## src/logic/status_pkg.sv

```systemverilog
package status_pkg;
    localparam int NUM_FLAG       = 6;
    localparam int STAT_ONE_IDX   = 0;
    localparam int STAT_TWO_IDX   = 1;
    localparam int INFO_ONE_IDX   = 2;
    localparam int INFO_TWO_IDX   = 3;
    localparam int INFO_THREE_IDX = 4;
    localparam int HDLC_IDX       = 5;

    localparam logic [7:0] STAT_ONE_ADDR   = 8'h20;
    localparam logic [7:0] STAT_TWO_ADDR   = 8'h21;
    localparam logic [7:0] INFO_ONE_ADDR   = 8'h22;
    localparam logic [7:0] INFO_TWO_ADDR   = 8'h31;
    localparam logic [7:0] INFO_THREE_ADDR = 8'h10;
    localparam logic [7:0] HDLC_ADDR       = 8'h40;
    localparam logic [7:0] HDLC_MASK_ADDR  = 8'h41;
    localparam logic [7:0] MASK_ONE_ADDR   = 8'h7f;
    localparam logic [7:0] MASK_TWO_ADDR   = 8'h6f;

    localparam logic [NUM_FLAG-1:0][7:0] FLAG_ADDR = {
        HDLC_ADDR, INFO_THREE_ADDR, INFO_TWO_ADDR, INFO_ONE_ADDR,
        STAT_TWO_ADDR, STAT_ONE_ADDR};

    // Alarm bits of the first status register: blue, yellow, carrier, sync
    localparam logic [7:0] STAT_ONE_ALARMS = 8'h0f;
    localparam logic [7:0] NO_ALARM_BITS  = 8'h00;
    localparam logic [7:0] BYTE_ZERO      = 8'h00;

    // First receive information register bit positions
    localparam int ALIGN_BIT = 7;
    localparam int ZERO8_BIT = 6;
    localparam int ZERO16_BIT = 5;
    localparam int ESF_BIT   = 4;
    localparam int ESE_BIT   = 3;
    localparam int SEF_BIT   = 2;
    localparam int B8ZS_BIT  = 1;
    localparam int FERR_BIT  = 0;

    // Synchroniser lanes
    localparam int RX_STB = 2;
    localparam int RX_POS = 1;
    localparam int RX_NEG = 0;

    localparam logic [4:0] ZERO_EIGHT   = 5'h08;
    localparam logic [4:0] ZERO_SIXTEEN = 5'h10;
    localparam logic [4:0] ZERO_STEP    = 5'h01;
    localparam int         SEF_WINDOW   = 6;
    localparam int         SEF_LIMIT    = 2;

    // Code word history, newest bit in the lsb: 000+-0-+ and 000-+0+-
    localparam logic [7:0] B8ZS_POS_A = 8'h11;
    localparam logic [7:0] B8ZS_NEG_A = 8'h0a;
endpackage

```

## src/logic/flag_bus_if.sv

```systemverilog
`timescale 1ns/1ps
interface flag_bus_if;
    logic       wr;
    logic       rd;
    logic [7:0] wdata;
    logic [7:0] src;
    logic [7:0] flags;
    logic [7:0] pend;
    modport ctrl (output wr, rd, wdata, src, input flags, pend);
    modport regs (input wr, rd, wdata, src, output flags, pend);
endinterface

```

## src/logic/status_irq_top.sv

```systemverilog
`timescale 1ns/1ps
module status_irq_top (
    input  wire logic       clk,
    input  wire logic       srst,
    input  wire logic [7:0] addr,
    input  wire logic       wr_en,
    input  wire logic       rd_en,
    input  wire logic [7:0] wr_data,
    output logic      [7:0] rd_data,
    output logic            int_n,
    input  wire logic       rx_pos_in,
    input  wire logic       rx_neg_in,
    input  wire logic       rx_bit_strobe,
    input  wire logic       resync_done,
    input  wire logic [7:0] frame_offset,
    input  wire logic       rx_estore_full,
    input  wire logic       rx_estore_empty,
    input  wire logic       fbit_strobe,
    input  wire logic       fbit_error,
    input  wire logic [7:0] stat_one_src,
    input  wire logic [7:0] stat_two_src,
    input  wire logic [7:0] info_two_src,
    input  wire logic [7:0] info_three_src,
    input  wire logic [7:0] hdlc_stat_src
);
    typedef struct packed {
        logic [2:0]                          rx_meta;
        logic [2:0]                          rx_sync;
        logic                                strobe_prev;
        logic [4:0]                          zero_count;
        logic [7:0]                          pos_hist;
        logic [7:0]                          neg_hist;
        logic [status_pkg::SEF_WINDOW-1:0]   fbit_hist;
        logic [7:0]                          last_offset;
        logic                                offset_known;
        logic [7:0]                          line_evt;
        logic [7:0]                          irq_mask_one;
        logic [7:0]                          irq_mask_two;
        logic [7:0]                          hdlc_irq_mask;
        logic [7:0]                          rd_data;
        logic                                int_n;
    } top_state_t;

    top_state_t st;
    top_state_t next_st;

    logic [status_pkg::NUM_FLAG-1:0][7:0] src_all;
    logic [status_pkg::NUM_FLAG-1:0][7:0] flags_all;
    logic [status_pkg::NUM_FLAG-1:0][7:0] pend_all;
    logic                                 bit_take;
    logic                                 pos_now;
    logic                                 neg_now;
    logic [7:0]                           pos_new;
    logic [7:0]                           neg_new;
    logic [status_pkg::SEF_WINDOW-1:0]    fbit_new;
    logic [7:0]                           rd_mux;
    logic [7:0]                           unmasked;

    assign src_all[status_pkg::STAT_ONE_IDX]   = stat_one_src;
    assign src_all[status_pkg::STAT_TWO_IDX]   = stat_two_src;
    assign src_all[status_pkg::INFO_ONE_IDX]   = st.line_evt;
    assign src_all[status_pkg::INFO_TWO_IDX]   = info_two_src;
    assign src_all[status_pkg::INFO_THREE_IDX] = info_three_src;
    assign src_all[status_pkg::HDLC_IDX]       = hdlc_stat_src;

    flag_bus_if fb[status_pkg::NUM_FLAG] ();

    for (genvar i = 0; i < status_pkg::NUM_FLAG; i++) begin : g_flag
        assign fb[i].wr    = wr_en && (addr == status_pkg::FLAG_ADDR[i]);
        assign fb[i].rd    = rd_en && (addr == status_pkg::FLAG_ADDR[i]);
        assign fb[i].wdata = wr_data;
        assign fb[i].src   = src_all[i];
        assign flags_all[i] = fb[i].flags;
        assign pend_all[i]  = fb[i].pend;
        flag_reg #(
            .alarm_bits (i == status_pkg::STAT_ONE_IDX ?
                         status_pkg::STAT_ONE_ALARMS :
                         status_pkg::NO_ALARM_BITS)
        ) u_flag (
            .clk  (clk),
            .srst (srst),
            .bus  (fb[i])
        );
    end

    always_comb begin
        next_st  = st;
        // Pin inputs pass two flip-flops
        next_st.rx_meta = {rx_bit_strobe, rx_pos_in, rx_neg_in};
        next_st.rx_sync = st.rx_meta;
        next_st.strobe_prev = st.rx_sync[status_pkg::RX_STB];
        bit_take = st.rx_sync[status_pkg::RX_STB] & ~st.strobe_prev;
        pos_now  = st.rx_sync[status_pkg::RX_POS];
        neg_now  = st.rx_sync[status_pkg::RX_NEG];
        pos_new  = {st.pos_hist[6:0], pos_now};
        neg_new  = {st.neg_hist[6:0], neg_now};
        fbit_new = {st.fbit_hist[status_pkg::SEF_WINDOW-2:0], fbit_error};
        next_st.line_evt = status_pkg::BYTE_ZERO;

        // Line bit stream monitors
        if (bit_take) begin
            next_st.pos_hist = pos_new;
            next_st.neg_hist = neg_new;
            if (pos_now || neg_now) begin
                next_st.zero_count = '0;
            end else if (st.zero_count != status_pkg::ZERO_SIXTEEN) begin
                next_st.zero_count = 5'(st.zero_count
                                        + status_pkg::ZERO_STEP);
            end
            next_st.line_evt[status_pkg::ZERO8_BIT] = !pos_now && !neg_now
                && (st.zero_count == status_pkg::ZERO_EIGHT
                                     - status_pkg::ZERO_STEP);
            next_st.line_evt[status_pkg::ZERO16_BIT] = !pos_now && !neg_now
                && (st.zero_count == status_pkg::ZERO_SIXTEEN
                                     - status_pkg::ZERO_STEP);
            next_st.line_evt[status_pkg::B8ZS_BIT] =
                (pos_new == status_pkg::B8ZS_POS_A
                 && neg_new == status_pkg::B8ZS_NEG_A)
                || (pos_new == status_pkg::B8ZS_NEG_A
                    && neg_new == status_pkg::B8ZS_POS_A);
        end

        // Framing bit error monitors
        if (fbit_strobe) begin
            next_st.fbit_hist = fbit_new;
            next_st.line_evt[status_pkg::FERR_BIT] = fbit_error;
            next_st.line_evt[status_pkg::SEF_BIT] =
                ($countones(fbit_new) >= status_pkg::SEF_LIMIT);
        end

        // Frame alignment compare on each resync after the first
        if (resync_done) begin
            next_st.line_evt[status_pkg::ALIGN_BIT] = st.offset_known
                && (frame_offset != st.last_offset);
            next_st.last_offset  = frame_offset;
            next_st.offset_known = 1'b1;
        end

        next_st.line_evt[status_pkg::ESF_BIT] = rx_estore_full;
        next_st.line_evt[status_pkg::ESE_BIT] = rx_estore_empty;

        // Mask register writes
        if (wr_en) begin
            case (addr)
                status_pkg::MASK_ONE_ADDR: next_st.irq_mask_one = wr_data;
                status_pkg::MASK_TWO_ADDR: next_st.irq_mask_two = wr_data;
                status_pkg::HDLC_MASK_ADDR: next_st.hdlc_irq_mask = wr_data;
                default: ;
            endcase
        end

        // Read data mux
        case (addr)
            status_pkg::MASK_ONE_ADDR: rd_mux = st.irq_mask_one;
            status_pkg::MASK_TWO_ADDR: rd_mux = st.irq_mask_two;
            status_pkg::HDLC_MASK_ADDR: rd_mux = st.hdlc_irq_mask;
            default: begin
                rd_mux = status_pkg::BYTE_ZERO;
                for (int i = 0; i < status_pkg::NUM_FLAG; i++) begin
                    if (addr == status_pkg::FLAG_ADDR[i]) begin
                        rd_mux = flags_all[i];
                    end
                end
            end
        endcase
        if (rd_en) begin
            next_st.rd_data = rd_mux;
        end

        // Mask bit one lets the source through
        unmasked = (pend_all[status_pkg::STAT_ONE_IDX] & st.irq_mask_one)
                 | (pend_all[status_pkg::STAT_TWO_IDX] & st.irq_mask_two)
                 | (pend_all[status_pkg::HDLC_IDX] & st.hdlc_irq_mask);
        next_st.int_n = ~|unmasked;
    end

    always_ff @(posedge clk) begin
        if (srst) begin
            st       <= '0;
            st.int_n <= 1'b1;
        end else begin
            st <= next_st;
        end
    end

    assign rd_data = st.rd_data;
    assign int_n   = st.int_n;
endmodule

```

## src/logic/flag_reg.sv

```systemverilog
`timescale 1ns/1ps
module flag_reg #(
    parameter logic [7:0] alarm_bits = 8'h00
) (
    input wire logic  clk,
    input wire logic  srst,
    flag_bus_if.regs  bus
);
    typedef struct packed {
        logic [7:0] latch;
        logic [7:0] shown;
        logic [7:0] armed;
        logic [7:0] alarm_pend;
        logic [7:0] alarm_prev;
    } flag_state_t;

    flag_state_t st;
    flag_state_t next_st;
    logic [7:0]  edge_hit;
    logic [7:0]  clr_latch;
    logic [7:0]  clr_pend;

    always_comb begin
        next_st   = st;
        edge_hit  = (bus.src ^ st.alarm_prev) & alarm_bits;
        clr_latch = bus.rd ? (st.armed & st.shown) : status_pkg::BYTE_ZERO;
        clr_pend  = bus.rd ? st.armed : status_pkg::BYTE_ZERO;
        // Set beats a same-cycle clear; alarm levels re-set while present
        next_st.latch = (st.latch & ~clr_latch) | bus.src;
        next_st.alarm_pend = (st.alarm_pend & ~clr_pend) | edge_hit;
        next_st.alarm_prev = bus.src & alarm_bits;
        if (bus.wr) begin
            // Refresh selected bits, hold the others
            next_st.shown = (bus.wdata & (st.latch | bus.src))
                          | (~bus.wdata & st.shown);
            next_st.armed = bus.wdata;
        end else if (bus.rd) begin
            next_st.armed = status_pkg::BYTE_ZERO;
        end
    end

    always_ff @(posedge clk) begin
        if (srst) begin
            st <= '0;
        end else begin
            st <= next_st;
        end
    end

    assign bus.flags = st.shown;
    // Events pend while latched, alarms pend from a transition until read
    assign bus.pend  = (st.latch & ~alarm_bits) | st.alarm_pend;
endmodule

```

## config.mk

```make
export PLATFORM = sky130hd
export DESIGN_NAME = status_irq_top
export DESIGN_NICKNAME = d
export VERILOG_FILES = /design/src/logic/status_pkg.sv /design/src/logic/flag_bus_if.sv /design/src/logic/status_irq_top.sv /design/src/logic/flag_reg.sv
export SDC_FILE = /design/constraint.sdc
export NUM_CORES = 1
export LEC_CHECK = 0
export BUFFER_PORTS_ARGS = -buffer_cell sky130_fd_sc_hd__buf_2
export CAP_MARGIN = 10
export CORE_ASPECT_RATIO = 0.8
export CORE_UTILIZATION = 54
export DETAILED_ROUTE_END_ITERATION = 7
export PLACE_DENSITY = 0.76
export SETUP_SLACK_MARGIN = 0.02
export SLEW_MARGIN = 20
export SYNTH_ARGS = -nofsm -noshare
export SYNTH_HDL_FRONTEND = slang
export SYNTH_SLANG_ARGS = --single-unit
```

## constraint.sdc

```tcl
create_clock -name clk -period 2 [get_ports clk]
set_input_delay 0 -clock clk [delete_from_list [all_inputs] [get_ports clk]]
set_output_delay 0 -clock clk [all_outputs]
set_load 0.01 [all_outputs]
```

Word level (Yosys, flattened, before mapping)
Index checks and enable logic that the tools add are counted.
W data, S select, Z words.
Storage, ports and cells
  input port bits: 76
  logic and storage cells: 202
  register bits: 253
  output and inout bits: 9
Cells by class
  add/sub/neg operators: 6
  equal/unequal tests: 17
  mux-type cells: 30
  magnitude comparators: 1
  bitwise operators: 70
  reduce and logical (&&, ||, !) cells: 38
Operator list (count)
  $and A8 B8 Y8: 30
  $mux W8: 27
  $or A8 B8 Y8: 23
  $not A8 Y8: 10
  $eq A8 B6 Y1 const B: 4
  $eq A8 B7 Y1 const B: 4
  $eq A8 B5 Y1 const B: 3
  $pmux W8 S3: 1
  $logic_and A1 B1 Y1: 18
  $eq A8 B4 Y1 const B: 2
  $reduce_bool A2 Y1: 7
  $mux W5: 2
  $ne A8 B8 Y1: 1
  $or A8 B4 Y8: 1
  $reduce_and A2 Y1: 4
  $reduce_or A8 Y1: 1
  $add A1 B1 Y2: 3
  $reduce_or A2 Y1: 3
  $add A5 B1 Y5 const B: 1
  $eq A5 B3 Y1 const B: 1
  $eq A5 B4 Y1 const B: 1
  $ne A5 B5 Y1 const B: 1
  $add A3 B2 Y4: 1
  $ge A4 B2 Y1 const B: 1
  other kinds (6): 12

Longest topological paths before layout
Gate-level depths: netlist of run 1.
  word-level depth: 8
  gate-level depth with buffers: 7
  depth with buffers taken out: 7

By module
A second synthesis of run 1 with hierarchy kept.
Unflattened totals
  cells, all modules: 1294
  area, all modules: 11936.4 um^2
Modules (own cells, without submodules)
  flag_reg at g_flag[1].u_flag ...: cells an instance 136, sequential area each 640.6 um^2, times used 5, area each 1283.7 um^2
  status_irq_top: cells an instance 465, sequential area each 1621.6 um^2, times used 1, area each 4070.2 um^2
  flag_reg at g_flag[0].u_flag: cells an instance 149, sequential area each 720.7 um^2, times used 1, area each 1447.6 um^2

Worst setup path after synthesis of run 1
OpenSTA, ideal clock, no wires.
  path type: register to register
  start: register st (netlist bit fbit_new[1])
  end: register st (netlist bit fb[2].src[2])
  arrival: 2069 ps
  path buffers: 0
  data required time: 1920 ps
  setup slack: -149 ps
  cell stages (with the launch flop): 8
  cells stage by stage: dfxtp_1 > fa_1 > inv_1 > fa_1 > nor2b_1 > fa_1 > nor2_1 > nor3b_1
Between the ends
  longest elaborated chain between the ends: 4
RTL lines
  start: declaration: RTL line status_irq_top.sv:44  | top_state_t st;
  start signal: assignment: RTL line status_irq_top.sv:182  | st <= next_st;
  $add A1 B1 Y2 (implied by the code): RTL line status_irq_top.sv:128  | ($countones(fbit_new) >= status_pkg::SEF_LIMIT);
  $add A2 B2 Y3 (implied by the code): RTL line status_irq_top.sv:128
  $add A3 B2 Y4 (implied by the code): RTL line status_irq_top.sv:128
  $ge A4 B2 Y1: RTL line status_irq_top.sv:128
No other way between the ends.
A chain may end at the register's enable or synchronous reset.

Worst setup path in the final report of run 1
Ends and elaborated chain as after synthesis.

==> flow_metrics.py, run 1 <==
metrics = {
    "run_status": {
        "outcome": "complete, but fails checks",
        "violations": "setup timing",
    },
    "cts": {
        "clock-sinks": 253,
        "postCtsSetupRepairBufs": 0,
        "clock-root-buffer": "clkbuf_16",
        "clk_pin_slew_ns": 0.06,
        "clock_latency_ns": 0.51,
        "cts_buffers": 24,
        "cts-htree-levels": 1,
        "cts_tree": "built",
        "cts_max_path_buffers": 3,
    },
    "placement": {
        "placed_area_um2": 11320,
        "gp_congestion": 0.9382,
        "post-dp-hpwl_mm": 18.76,
        "portBuffers": 84,
    },
    "synth": {
        "dominantRegCellSynth": "dfxtp_1",
        "syn_nets": 1294,
        "synthDistinctLibCells": 61,
        "ys_ff_latch": 253,
        "yosysSeqAreaShare_pct": 47.43,
        "synth_top_area_share_pct": 47.43,
        "synth.cell_area_um2": 10680,
        "yosys.area.top_type": "dfxtp_1",
        "synth_edf_count": 0,
        "syn_area_per_cell_um2": 8.811,
        "yosys-top-cells-area": "dfxtp_1 (47%), a21oi_1 (5.7%), nor2_1 (4.6%)",
        "syn_inst": 1212,
        "yosys_warnings": 0,
        "async_flop_share_pct": 0,
    },
    "sta": {
        "max_slew_margin_pct": 42.47,
        "finClkSkew_ns": 0.008902,
        "rsz0062_at_grt": "yes",
        "slew_viol_final": 0,
        "layout_min_cycle_time_ns": 2.202,
        "setup_viol": 1,
        "period_share_pct": 110.1,
        "tightest_slew_ns": 0.8592,
        "hold_viol": 0,
        "max_freq_mhz": 454.2,
        "layout_setup_ws_ns": -0.2016,
    },
    "finish": {
        "fillers": 1528,
        "ff_latch_area_um2": 5066,
        "layout_common_cells": "dfxtp_1 (252), nor2_1 (131), a21oi_1 (121)",
        "multi_input_area_um2": 4970,
        "drive_gt1_share_pct": 12.84,
        "final_util_pct": 66.88,
        "antenna_cells": 0,
        "final_nets": 1416,
        "mostFrequentLayoutCell": "dfxtp_1",
        "final_area_um2": 12800,
        "area_growth_syn_to_layout_pct": 19.88,
    },
    "floorplan": {
        "rows": 45,
        "die-area_um2": 20350,
        "initial_core_util_pct": 55.78,
        "core-area_um2": 19140,
        "ioPinCount": 85,
        "die_h_um": 127.8,
        "die_w_um": 159.2,
    },
    "routing": {
        "viasPerCell": 5.884,
        "wl_per_cell_um": 17.94,
        "antenna_left": 0,
        "drt-pass1-iter-count": 5,
        "via_count": 9444,
        "drt_iter0_markers": 1082,
        "drc": 0,
        "wl_mm": 28.80,
    },
    "flow_run": {
        "drv_cap": 0,
    },
    "setup_path": {
        "crit_path_end_kind": "flop",
        "arrival_ns": 2.63,
        "start_kind": "flop",
        "crit_fanout": 2,
        "critPathKind": "reg -> reg",
        "cp.required_ns": 2.43,
    },
    "global_route": {
        "grt_pass1_wl_mm": 46.05,
        "grt_pass1_vias": 8720,
        "antenna_found_initial": 0,
        "track_usage_pct": 28.13,
        "grt_overflow_total": 0,
        "grt_max_degree": 98,
    },
    "worst_hold_path": {
        "holdCritPathClass": "in -> reg",
    },
    "pwr": {
        "p_leak_nw": 5.083,
        "vdd_ir_drop_max_mv": 0.5938,
        "power_density_nw_per_um2": 814.9,
    },
}
-- power by group --
part / switching, mW / total (mW) / internal (mW)
Sequential: 0.0656 / 5.22 / 5.15
Clock: 1.88 / 4.42 / 2.54
Combinational: 0.451 / 0.799 / 0.348
Total: 2.39 / 10.4 / 8.04
-- final timing paths --
kind	depth (start not counted)	end	slack [ns]	startpoint
setup / recovery	7	fb[2].src[2]	-0.20	fbit_new[1]
hold / removal	3	g_flag[2].u_flag.st[21]	0.06	wr_en
setup reg to reg	7	fb[2].src[2]	-0.20	fbit_new[1]
hold reg to reg	1	neg_new[0]	0.43	next_st[78]
-- what timing repair did --
item | 4_1_cts | 5_1_grt
pin swaps | 3 | 0
endpoints found under the hold margin | 130 | 0
resized for setup | 0 | 0
setup endpoints to repair | 1 | 1
hold buffers | 73 | 0
-- layout make-up --
class	instances	area share, %
clock buffer	33	5.434
multi-input combinational	811	38.82
clock inverter	6	0.4300
timing repair buffer	196	11.82
inverter	48	1.407
tap	258	2.522
sequential	253	39.57
-- Yosys cell counts (all sizes together) (9+ instances only) --
cell / number
a211oi: 11
o21bai: 12
dfxtp: 253
nand2: 90
a311oi: 25
nor3: 26
a22oi: 26
mux2i: 41
o21ai: 49
inv: 48
and3: 12
clkbuf: 59
buf: 41
nand3: 48
and4b: 18
nor2: 132
or2: 9
a21oi: 121
o211ai: 14
nand2b: 29
nand4: 27
nor2b: 19
-- metal layers --
metal | vias to the layer above | wire length (um) | GRT usage [%]
li1 | 4549 | - | -
met1 | 4484 | 13280 | 40.89
met2 | 365 | 12480 | 42.88
met3 | 46 | 2369 | 5.015
met4 | 0 | 668 | 7.636
met5 | - | 0 | 0
-- cell families (layout without fill, tap and decap cells) --
| logic type | Yosys count | after routing | synth area share [%] |
|---|---|---|---|
| simple gates | 444 | 444 | 22.04 |
| compound gates | 308 | 308 | 18.76 |
| flops | 253 | 253 | 47.43 |
| buf+inv | 148 | 283 | 6.034 |
| mux | 41 | 41 | 3.843 |
| xor+xnor | 12 | 12 | 0.9842 |
| fa+ha+maj | 6 | 6 | 0.9139 |
-- worst max-delay path, stage by stage (launching register included) --
cell     delay, ns
dfxtp_2       0.33
fa_1          0.49
inv_1         0.05
fa_1          0.48
nor2b_1       0.06
fa_1          0.48
nor2_1        0.05
nor3b_1       0.18
-- metrics by stage --
stage / hold WS, ns / power, mW / std cells / TNS, ns / setup slack (ns)
after CTS: 0.04429 / 10.46 / 1605 / -0.1889 / -0.1889
after floorplan: 0.1282 / 5.724 / 1212 / -0.1267 / -0.1267
after global placement: 0.2103 / 5.965 / 1493 / -0.1529 / -0.1529
after detailed placement: 0.2158 / 5.984 / 1493 / -0.2142 / -0.2142
after global routing: 0.07998 / 10.78 / 1605 / -0.2643 / -0.2643
final: 0.06138 / 10.43 / 1605 / -0.2016 / -0.2016
Note: power is estimated with default switching activity, not from simulation.
==> run 2, diff against run 1 <==
- CORE_UTILIZATION: 54 -> 55
- PLACE_DENSITY: 0.76 -> 0.77
- SYNTH_HIERARCHICAL: unset -> 1
==> run 2 against run 1 <==
- the run still ends with setup timing left
- setup slack better by 0.020 ns
- die area is 1.4% higher
- sequential share of layout area is 0.28 points lower
==> flow_metrics.py, run 2 <==
metrics = {
    "global_route": {
        "grt_max_degree": 84,
        "antenna_found_initial": 1,
        "gr-usage-met3_pct": 4.578,
        "track_usage_pct": 26.49,
        "top_usage_layer": "met2",
        "gr-usage-met2_pct": 41.13,
        "use_met1_pct": 38.24,
        "grt_pass1_vias": 8307,
        "grt_overflow_total": 0,
        "grt_pass1_wl_mm": 43.73,
    },
    "cts": {
        "cts-htree-levels": 1,
        "clock-sinks": 253,
        "clock_latency_ns": 0.52,
        "cts_max_path_buffers": 3,
        "clock-root-buffer": "clkbuf_16",
        "clk_pin_slew_ns": 0.07,
        "cts_tree": "built",
        "cts_buffers": 25,
    },
    "sta": {
        "hold_viol": 0,
        "period_share_pct": 109.1,
        "fin_tns_setup_ns": -0.1816,
        "layout_min_cycle_time_ns": 2.182,
        "hold_ws_ns": 0.02694,
        "max_freq_mhz": 458.4,
        "setup_viol": 1,
        "tightest_slew_ns": 0.6030,
        "rsz0062_at_grt": "yes",
        "slew_viol_final": 0,
        "layout_setup_ws_ns": -0.1816,
        "finClkSkew_ns": 0.01142,
        "max_slew_margin_pct": 59.80,
    },
    "finish": {
        "layout_common_cells": "dfxtp_1 (252), a21oi_1 (135), nor2_1 (107)",
        "antenna_cells": 0,
        "fillers": 1509,
        "final_util_pct": 66.76,
        "stdcell_count": 1551,
        "drive_gt1_share_pct": 16.24,
        "area_growth_syn_to_layout_pct": 16.83,
        "final_nets": 1362,
        "mostFrequentLayoutCell": "dfxtp_1",
    },
    "setup_path": {
        "reg2reg_depth": 7,
        "crit_top_cell": "fa_1",
        "worstReg2RegEnd": "fb[2].src[2]",
        "r2r-start": "fbit_new[1]",
        "start_kind": "flop",
        "cp.required_ns": 2.40,
        "crit_path_end_kind": "flop",
        "critPathKind": "reg -> reg",
        "crit_fanout": 2,
        "critical-path-slowest-cell": "fa_1",
        "regToRegSetupSlack_ns": -0.18,
        "arrival_ns": 2.58,
        "slowest_delay_ns": 0.50,
        "cp_cell_sequence": "fa_1 > inv_1 > fa_1 > nor2b_2 > fa_1 > nor2_1 > nor3b_2",
    },
    "worst_hold_path": {
        "holdCritPathClass": "in -> reg",
        "min_from": "wr_data[5]",
        "worstHoldEndpoint": "g_flag[4].u_flag/st[21]",
        "holdPathStages": 3,
    },
    "routing": {
        "via_count": 9159,
        "drt-pass1-iter-count": 5,
        "viasPerCell": 5.905,
        "antenna_left": 0,
        "wl_per_cell_um": 17.92,
        "drc": 0,
        "drt_iter0_markers": 941,
        "wl_mm": 27.80,
    },
    "floorplan": {
        "die-area_um2": 20640,
        "initial_core_util_pct": 57.14,
        "rows": 45,
        "ioPinCount": 85,
        "core-area_um2": 19310,
        "die_w_um": 160.4,
        "die_h_um": 128.7,
    },
    "synth": {
        "syn_nets": 1280,
        "syn_inst": 1198,
        "syn_area_per_cell_um2": 9.212,
        "synth.cell_area_um2": 11040,
        "yosys_warnings": 6,
    },
    "run_status": {
        "violations": "setup timing",
        "outcome": "complete, but fails checks",
    },
    "pwr": {
        "vdd_ir_drop_max_mv": 0.8449,
        "report.power.total_mw": 10.66,
        "power_density_nw_per_um2": 826.6,
        "p_leak_nw": 4.942,
    },
    "placement": {
        "portBuffers": 84,
        "gp_congestion": 0.9026,
        "post-dp-hpwl_mm": 17.59,
        "dp_cells": 1435,
    },
    "flow_run": {
        "drv_cap": 0,
    },
}
-- run 2: worst max-delay path by stage --
stage                     start            to  slack [ns]  depth (start not counted)
floorplan           fbit_new[1]  fb[2].src[2]       -0.13                          7
global placement    fbit_new[1]  fb[2].src[2]       -0.15                          7
detailed placement  fbit_new[1]  fb[2].src[2]       -0.17                          7
CTS                 fbit_new[1]  fb[2].src[2]       -0.17                          7
global route        fbit_new[1]  fb[2].src[2]       -0.25                          7
finish              fbit_new[1]  fb[2].src[2]       -0.18                          7
-- run 2: per-stage QoR --
step / cell area [um^2] / setup WS [ns]
after global routing: 12890 / -0.2492
final: 12890 / -0.1816
after detailed placement: 11320 / -0.1716
after CTS: 12880 / -0.1687
after floorplan: 11040 / -0.1266
after global placement: 11320 / -0.1498
-- run 2: layer usage --
| metal | routed length, um | vias to the layer above |
|---|---|---|
| li1 | - | 4424 |
| met1 | 12780 | 4363 |
| met2 | 12190 | 327 |
| met3 | 2260 | 45 |
| met4 | 560 | 0 |
| met5 | 0 | - |
-- run 2: repair_timing --
action | CTS | global route
setup endpoints to repair | 1 | 1
setup buffers | 0 | 0
endpoints found under the hold margin | 189 | 0
gates cloned | 0 | 0
pin swaps | 1 | 1
gates resized for setup | 0 | 2
hold buffers | 76 | 0
-- run 2: critical path: cells and delay by family (launching register included) --
family | cells | cell delay, ns
adder cells (fa/ha/maj) | 3 | 1.37
flip-flops | 1 | 0.32
buffers and inverters | 1 | 0.05
AND/OR/NAND/NOR | 3 | 0.35
-- run 2: power by group --
group | internal [mW] | switching (mW) | leakage [nW]
sequential | 5.15 | 0.0559 | 2.06
clock | 2.76 | 1.92 | 0.402
combinational | 0.334 | 0.432 | 2.48
total | 8.25 | 2.41 | 4.94
-- run 2: final cells by class --
cell class	count	area [um^2]	area share [%]
Clock inverter	10	128.9	0.9996
Timing Repair Buffer	192	1565	12.14
Multi-Input combinational cell	779	5026	38.98
Tap cell	258	322.8	2.504
Sequential cell	253	5066	39.30
Inverter	29	108.9	0.8443
Clock buffer	30	674.4	5.231
==> run 3, diff against run 2 <==
- ABC_AREA: unset -> 1
- PLACE_DENSITY: 0.77 -> 0.76
==> run 3 against run 2 <==
- the run still ends with setup timing left
- total power is 3.8% higher
- setup slack better by 0.077 ns
- fmax is 3.6% higher
- critical path type unchanged
- clock power is 6.0% higher
- non-clock buffer count is 1 lower
- highest routed layer unchanged
- global-route usage is 0.47 points higher
- design area is 4.3% higher
- area after synthesis is 5.3% higher
- register-to-register slack better by 0.08 ns
==> flow_metrics.py, run 3 <==
metrics = {
    "finish": {
        "stdcell_count": 2044,
        "final_nets": 1842,
        "antenna_cells": 0,
        "layout_common_cells": "nand2_1 (430), nor2_1 (266), dfxtp_1 (252)",
        "multi_input_area_um2": 4835,
        "final_area_um2": 13450,
        "drive_gt1_share_pct": 12.28,
        "mostFrequentLayoutCell": "nand2_1",
        "final_util_pct": 64.98,
        "ff_latch_area_um2": 5066,
        "area_growth_syn_to_layout_pct": 15.71,
        "fillers": 1756,
    },
    "routing": {
        "drt-pass1-iter-count": 8,
        "drt_iter0_markers": 828,
        "wl_mm": 29.49,
        "drc": 0,
        "antenna_left": 0,
        "via_count": 10320,
        "wl_per_cell_um": 14.43,
        "viasPerCell": 5.049,
    },
    "sta": {
        "tightest_slew_ns": 0.6423,
        "rsz0062_at_grt": "yes",
        "layout_setup_ws_ns": -0.1050,
        "hold_viol": 0,
        "slew_viol_final": 0,
        "layout_min_cycle_time_ns": 2.105,
        "setup_viol": 1,
        "finClkSkew_ns": 0.01217,
        "period_share_pct": 105.3,
        "max_slew_margin_pct": 57.13,
        "max_freq_mhz": 475.1,
        "hold_ws_ns": 0.1504,
    },
    "setup_path": {
        "critPathKind": "reg -> reg",
        "crit_fanout": 2,
        "crit_path_end_kind": "flop",
        "startpoint": "fbit_new[1]",
        "cp.required_ns": 2.42,
        "r2r-start": "fbit_new[1]",
        "regToRegSetupSlack_ns": -0.11,
        "arrival_ns": 2.52,
        "start_kind": "flop",
    },
    "worst_hold_path": {
        "holdCritPathClass": "in -> reg",
        "min_from": "addr[3]",
    },
    "cts": {
        "clk_pin_slew_ns": 0.06,
        "cts_tree": "built",
        "cts-htree-levels": 1,
        "clock_latency_ns": 0.53,
        "cts_buffers": 26,
        "clock-sinks": 253,
        "clock-root-buffer": "clkbuf_16",
        "cts_max_path_buffers": 3,
    },
    "placement": {
        "portBuffers": 84,
        "dpl_worst_slack_ns": -0.1343,
        "gp_congestion": 0.9591,
        "post-dp-hpwl_mm": 19.70,
        "dp_cells": 1918,
        "placed_area_um2": 11740,
    },
    "global_route": {
        "grt_max_degree": 79,
        "grt_pass1_wl_mm": 46.26,
        "antenna_found_initial": 0,
        "track_usage_pct": 26.96,
        "grt_pass1_vias": 9359,
        "grt_overflow_total": 0,
    },
    "floorplan": {
        "rows": 47,
        "ioPinCount": 85,
        "die_w_um": 164.5,
        "initial_core_util_pct": 56.16,
        "die_h_um": 132.0,
        "die-area_um2": 21730,
        "core-area_um2": 20700,
    },
    "pwr": {
        "p_sw_share_pct": 22.73,
        "p_int_mw": 8.551,
        "p_seq_share_pct": 47.4,
        "vdd_ir_drop_max_mv": 0.6174,
        "p_leak_nw": 6.141,
        "p_switching_mw": 2.515,
        "comb_power_share_pct": 7.8,
        "power.share.clock_pct": 44.8,
        "power_density_nw_per_um2": 822.6,
    },
    "run_status": {
        "outcome": "complete, but fails checks",
        "violations": "setup timing",
    },
    "synth": {
        "yosys_warnings": 6,
        "syn_nets": 1734,
        "synth.cell_area_um2": 11620,
        "syn_area_per_cell_um2": 7.037,
        "syn_inst": 1652,
    },
    "flow_run": {
        "drv_cap": 0,
    },
}
run 3: cell count changes in the layout (fill, tap and decap cells not counted), moves of 18 or more:
cell      change
nand2_1     +335
inv_1       +188
nor2_1      +159
a311oi_1     -48
and4b_1      -48
nand3_1      +47
a21oi_1      -39
o21ai_0      +37
mux2i_1      -36
or3b_1       -31
a22oi_1      -24
a211oi_1     -18
or3b_2       -18
run 3: layer usage:
layer | up-vias | global-route usage (%) | routed length (um)
li1 | 5238 | - | -
met1 | 4621 | 38.20 | 13280
met5 | - | 0 | 0
met3 | 67 | 4.435 | 2336
met2 | 395 | 42.18 | 13060
met4 | 0 | 7.645 | 811
run 3: worst paths after layout:
path	depth (start not counted)	to
max	7	fb[2].src[2]
min	8	rd_data[6]
max reg2reg	7	fb[2].src[2]
min reg2reg	2	neg_new[0]
run 3: cell type report:
cell class	count	share of cell area, %
clock buffers	35	5.618
repair inverters	1	0.03721
clock inverters	8	0.9022
repair buffers	191	10.73
multi-input cells	1058	35.94
inverters	229	6.604
well taps	269	2.502
flip-flops and latches	253	37.66
run 3: timing repair:
item,4_1_cts,5_1_grt
hold endpoints to repair,189,0
endpoints found under the setup margin,1,3
resized for setup,1,1
buffers inserted,0,0
pin swaps,2,1
hold buffers,82,0
cloned,0,1
run 3: critical path, cell delays in order (launching register included):
cell and delay [ns]:
dfxtp_2 0.32, fa_1 0.50, inv_1 0.05, fa_1 0.49, nor2_2 0.04, fa_1 0.45, nor2_1 0.10, nor2_1 0.04
run 3: through the flow:
stage / power, mW / TNS (ns)
2_1_floorplan: 5.813 / -0.06011
3_3_place_gp: 6.040 / -0.09803
3_5_place_dp: 6.059 / -0.1343
4_1_cts: 11.12 / -0.1060
5_1_grt: 11.46 / -0.1859
6_report: 11.07 / -0.1050
run 3: power groups by stage:
stage | sequential [mW] | clock (mW) | combinational (mW)
after floorplan | 5.33 | 0 | 0.484
after global placement | 5.35 | 0 | 0.694
after detailed placement | 5.35 | 0 | 0.708
after CTS | 5.24 | 5.04 | 0.840
after global routing | 5.25 | 5.26 | 0.947
final | 5.24 | 4.96 | 0.861
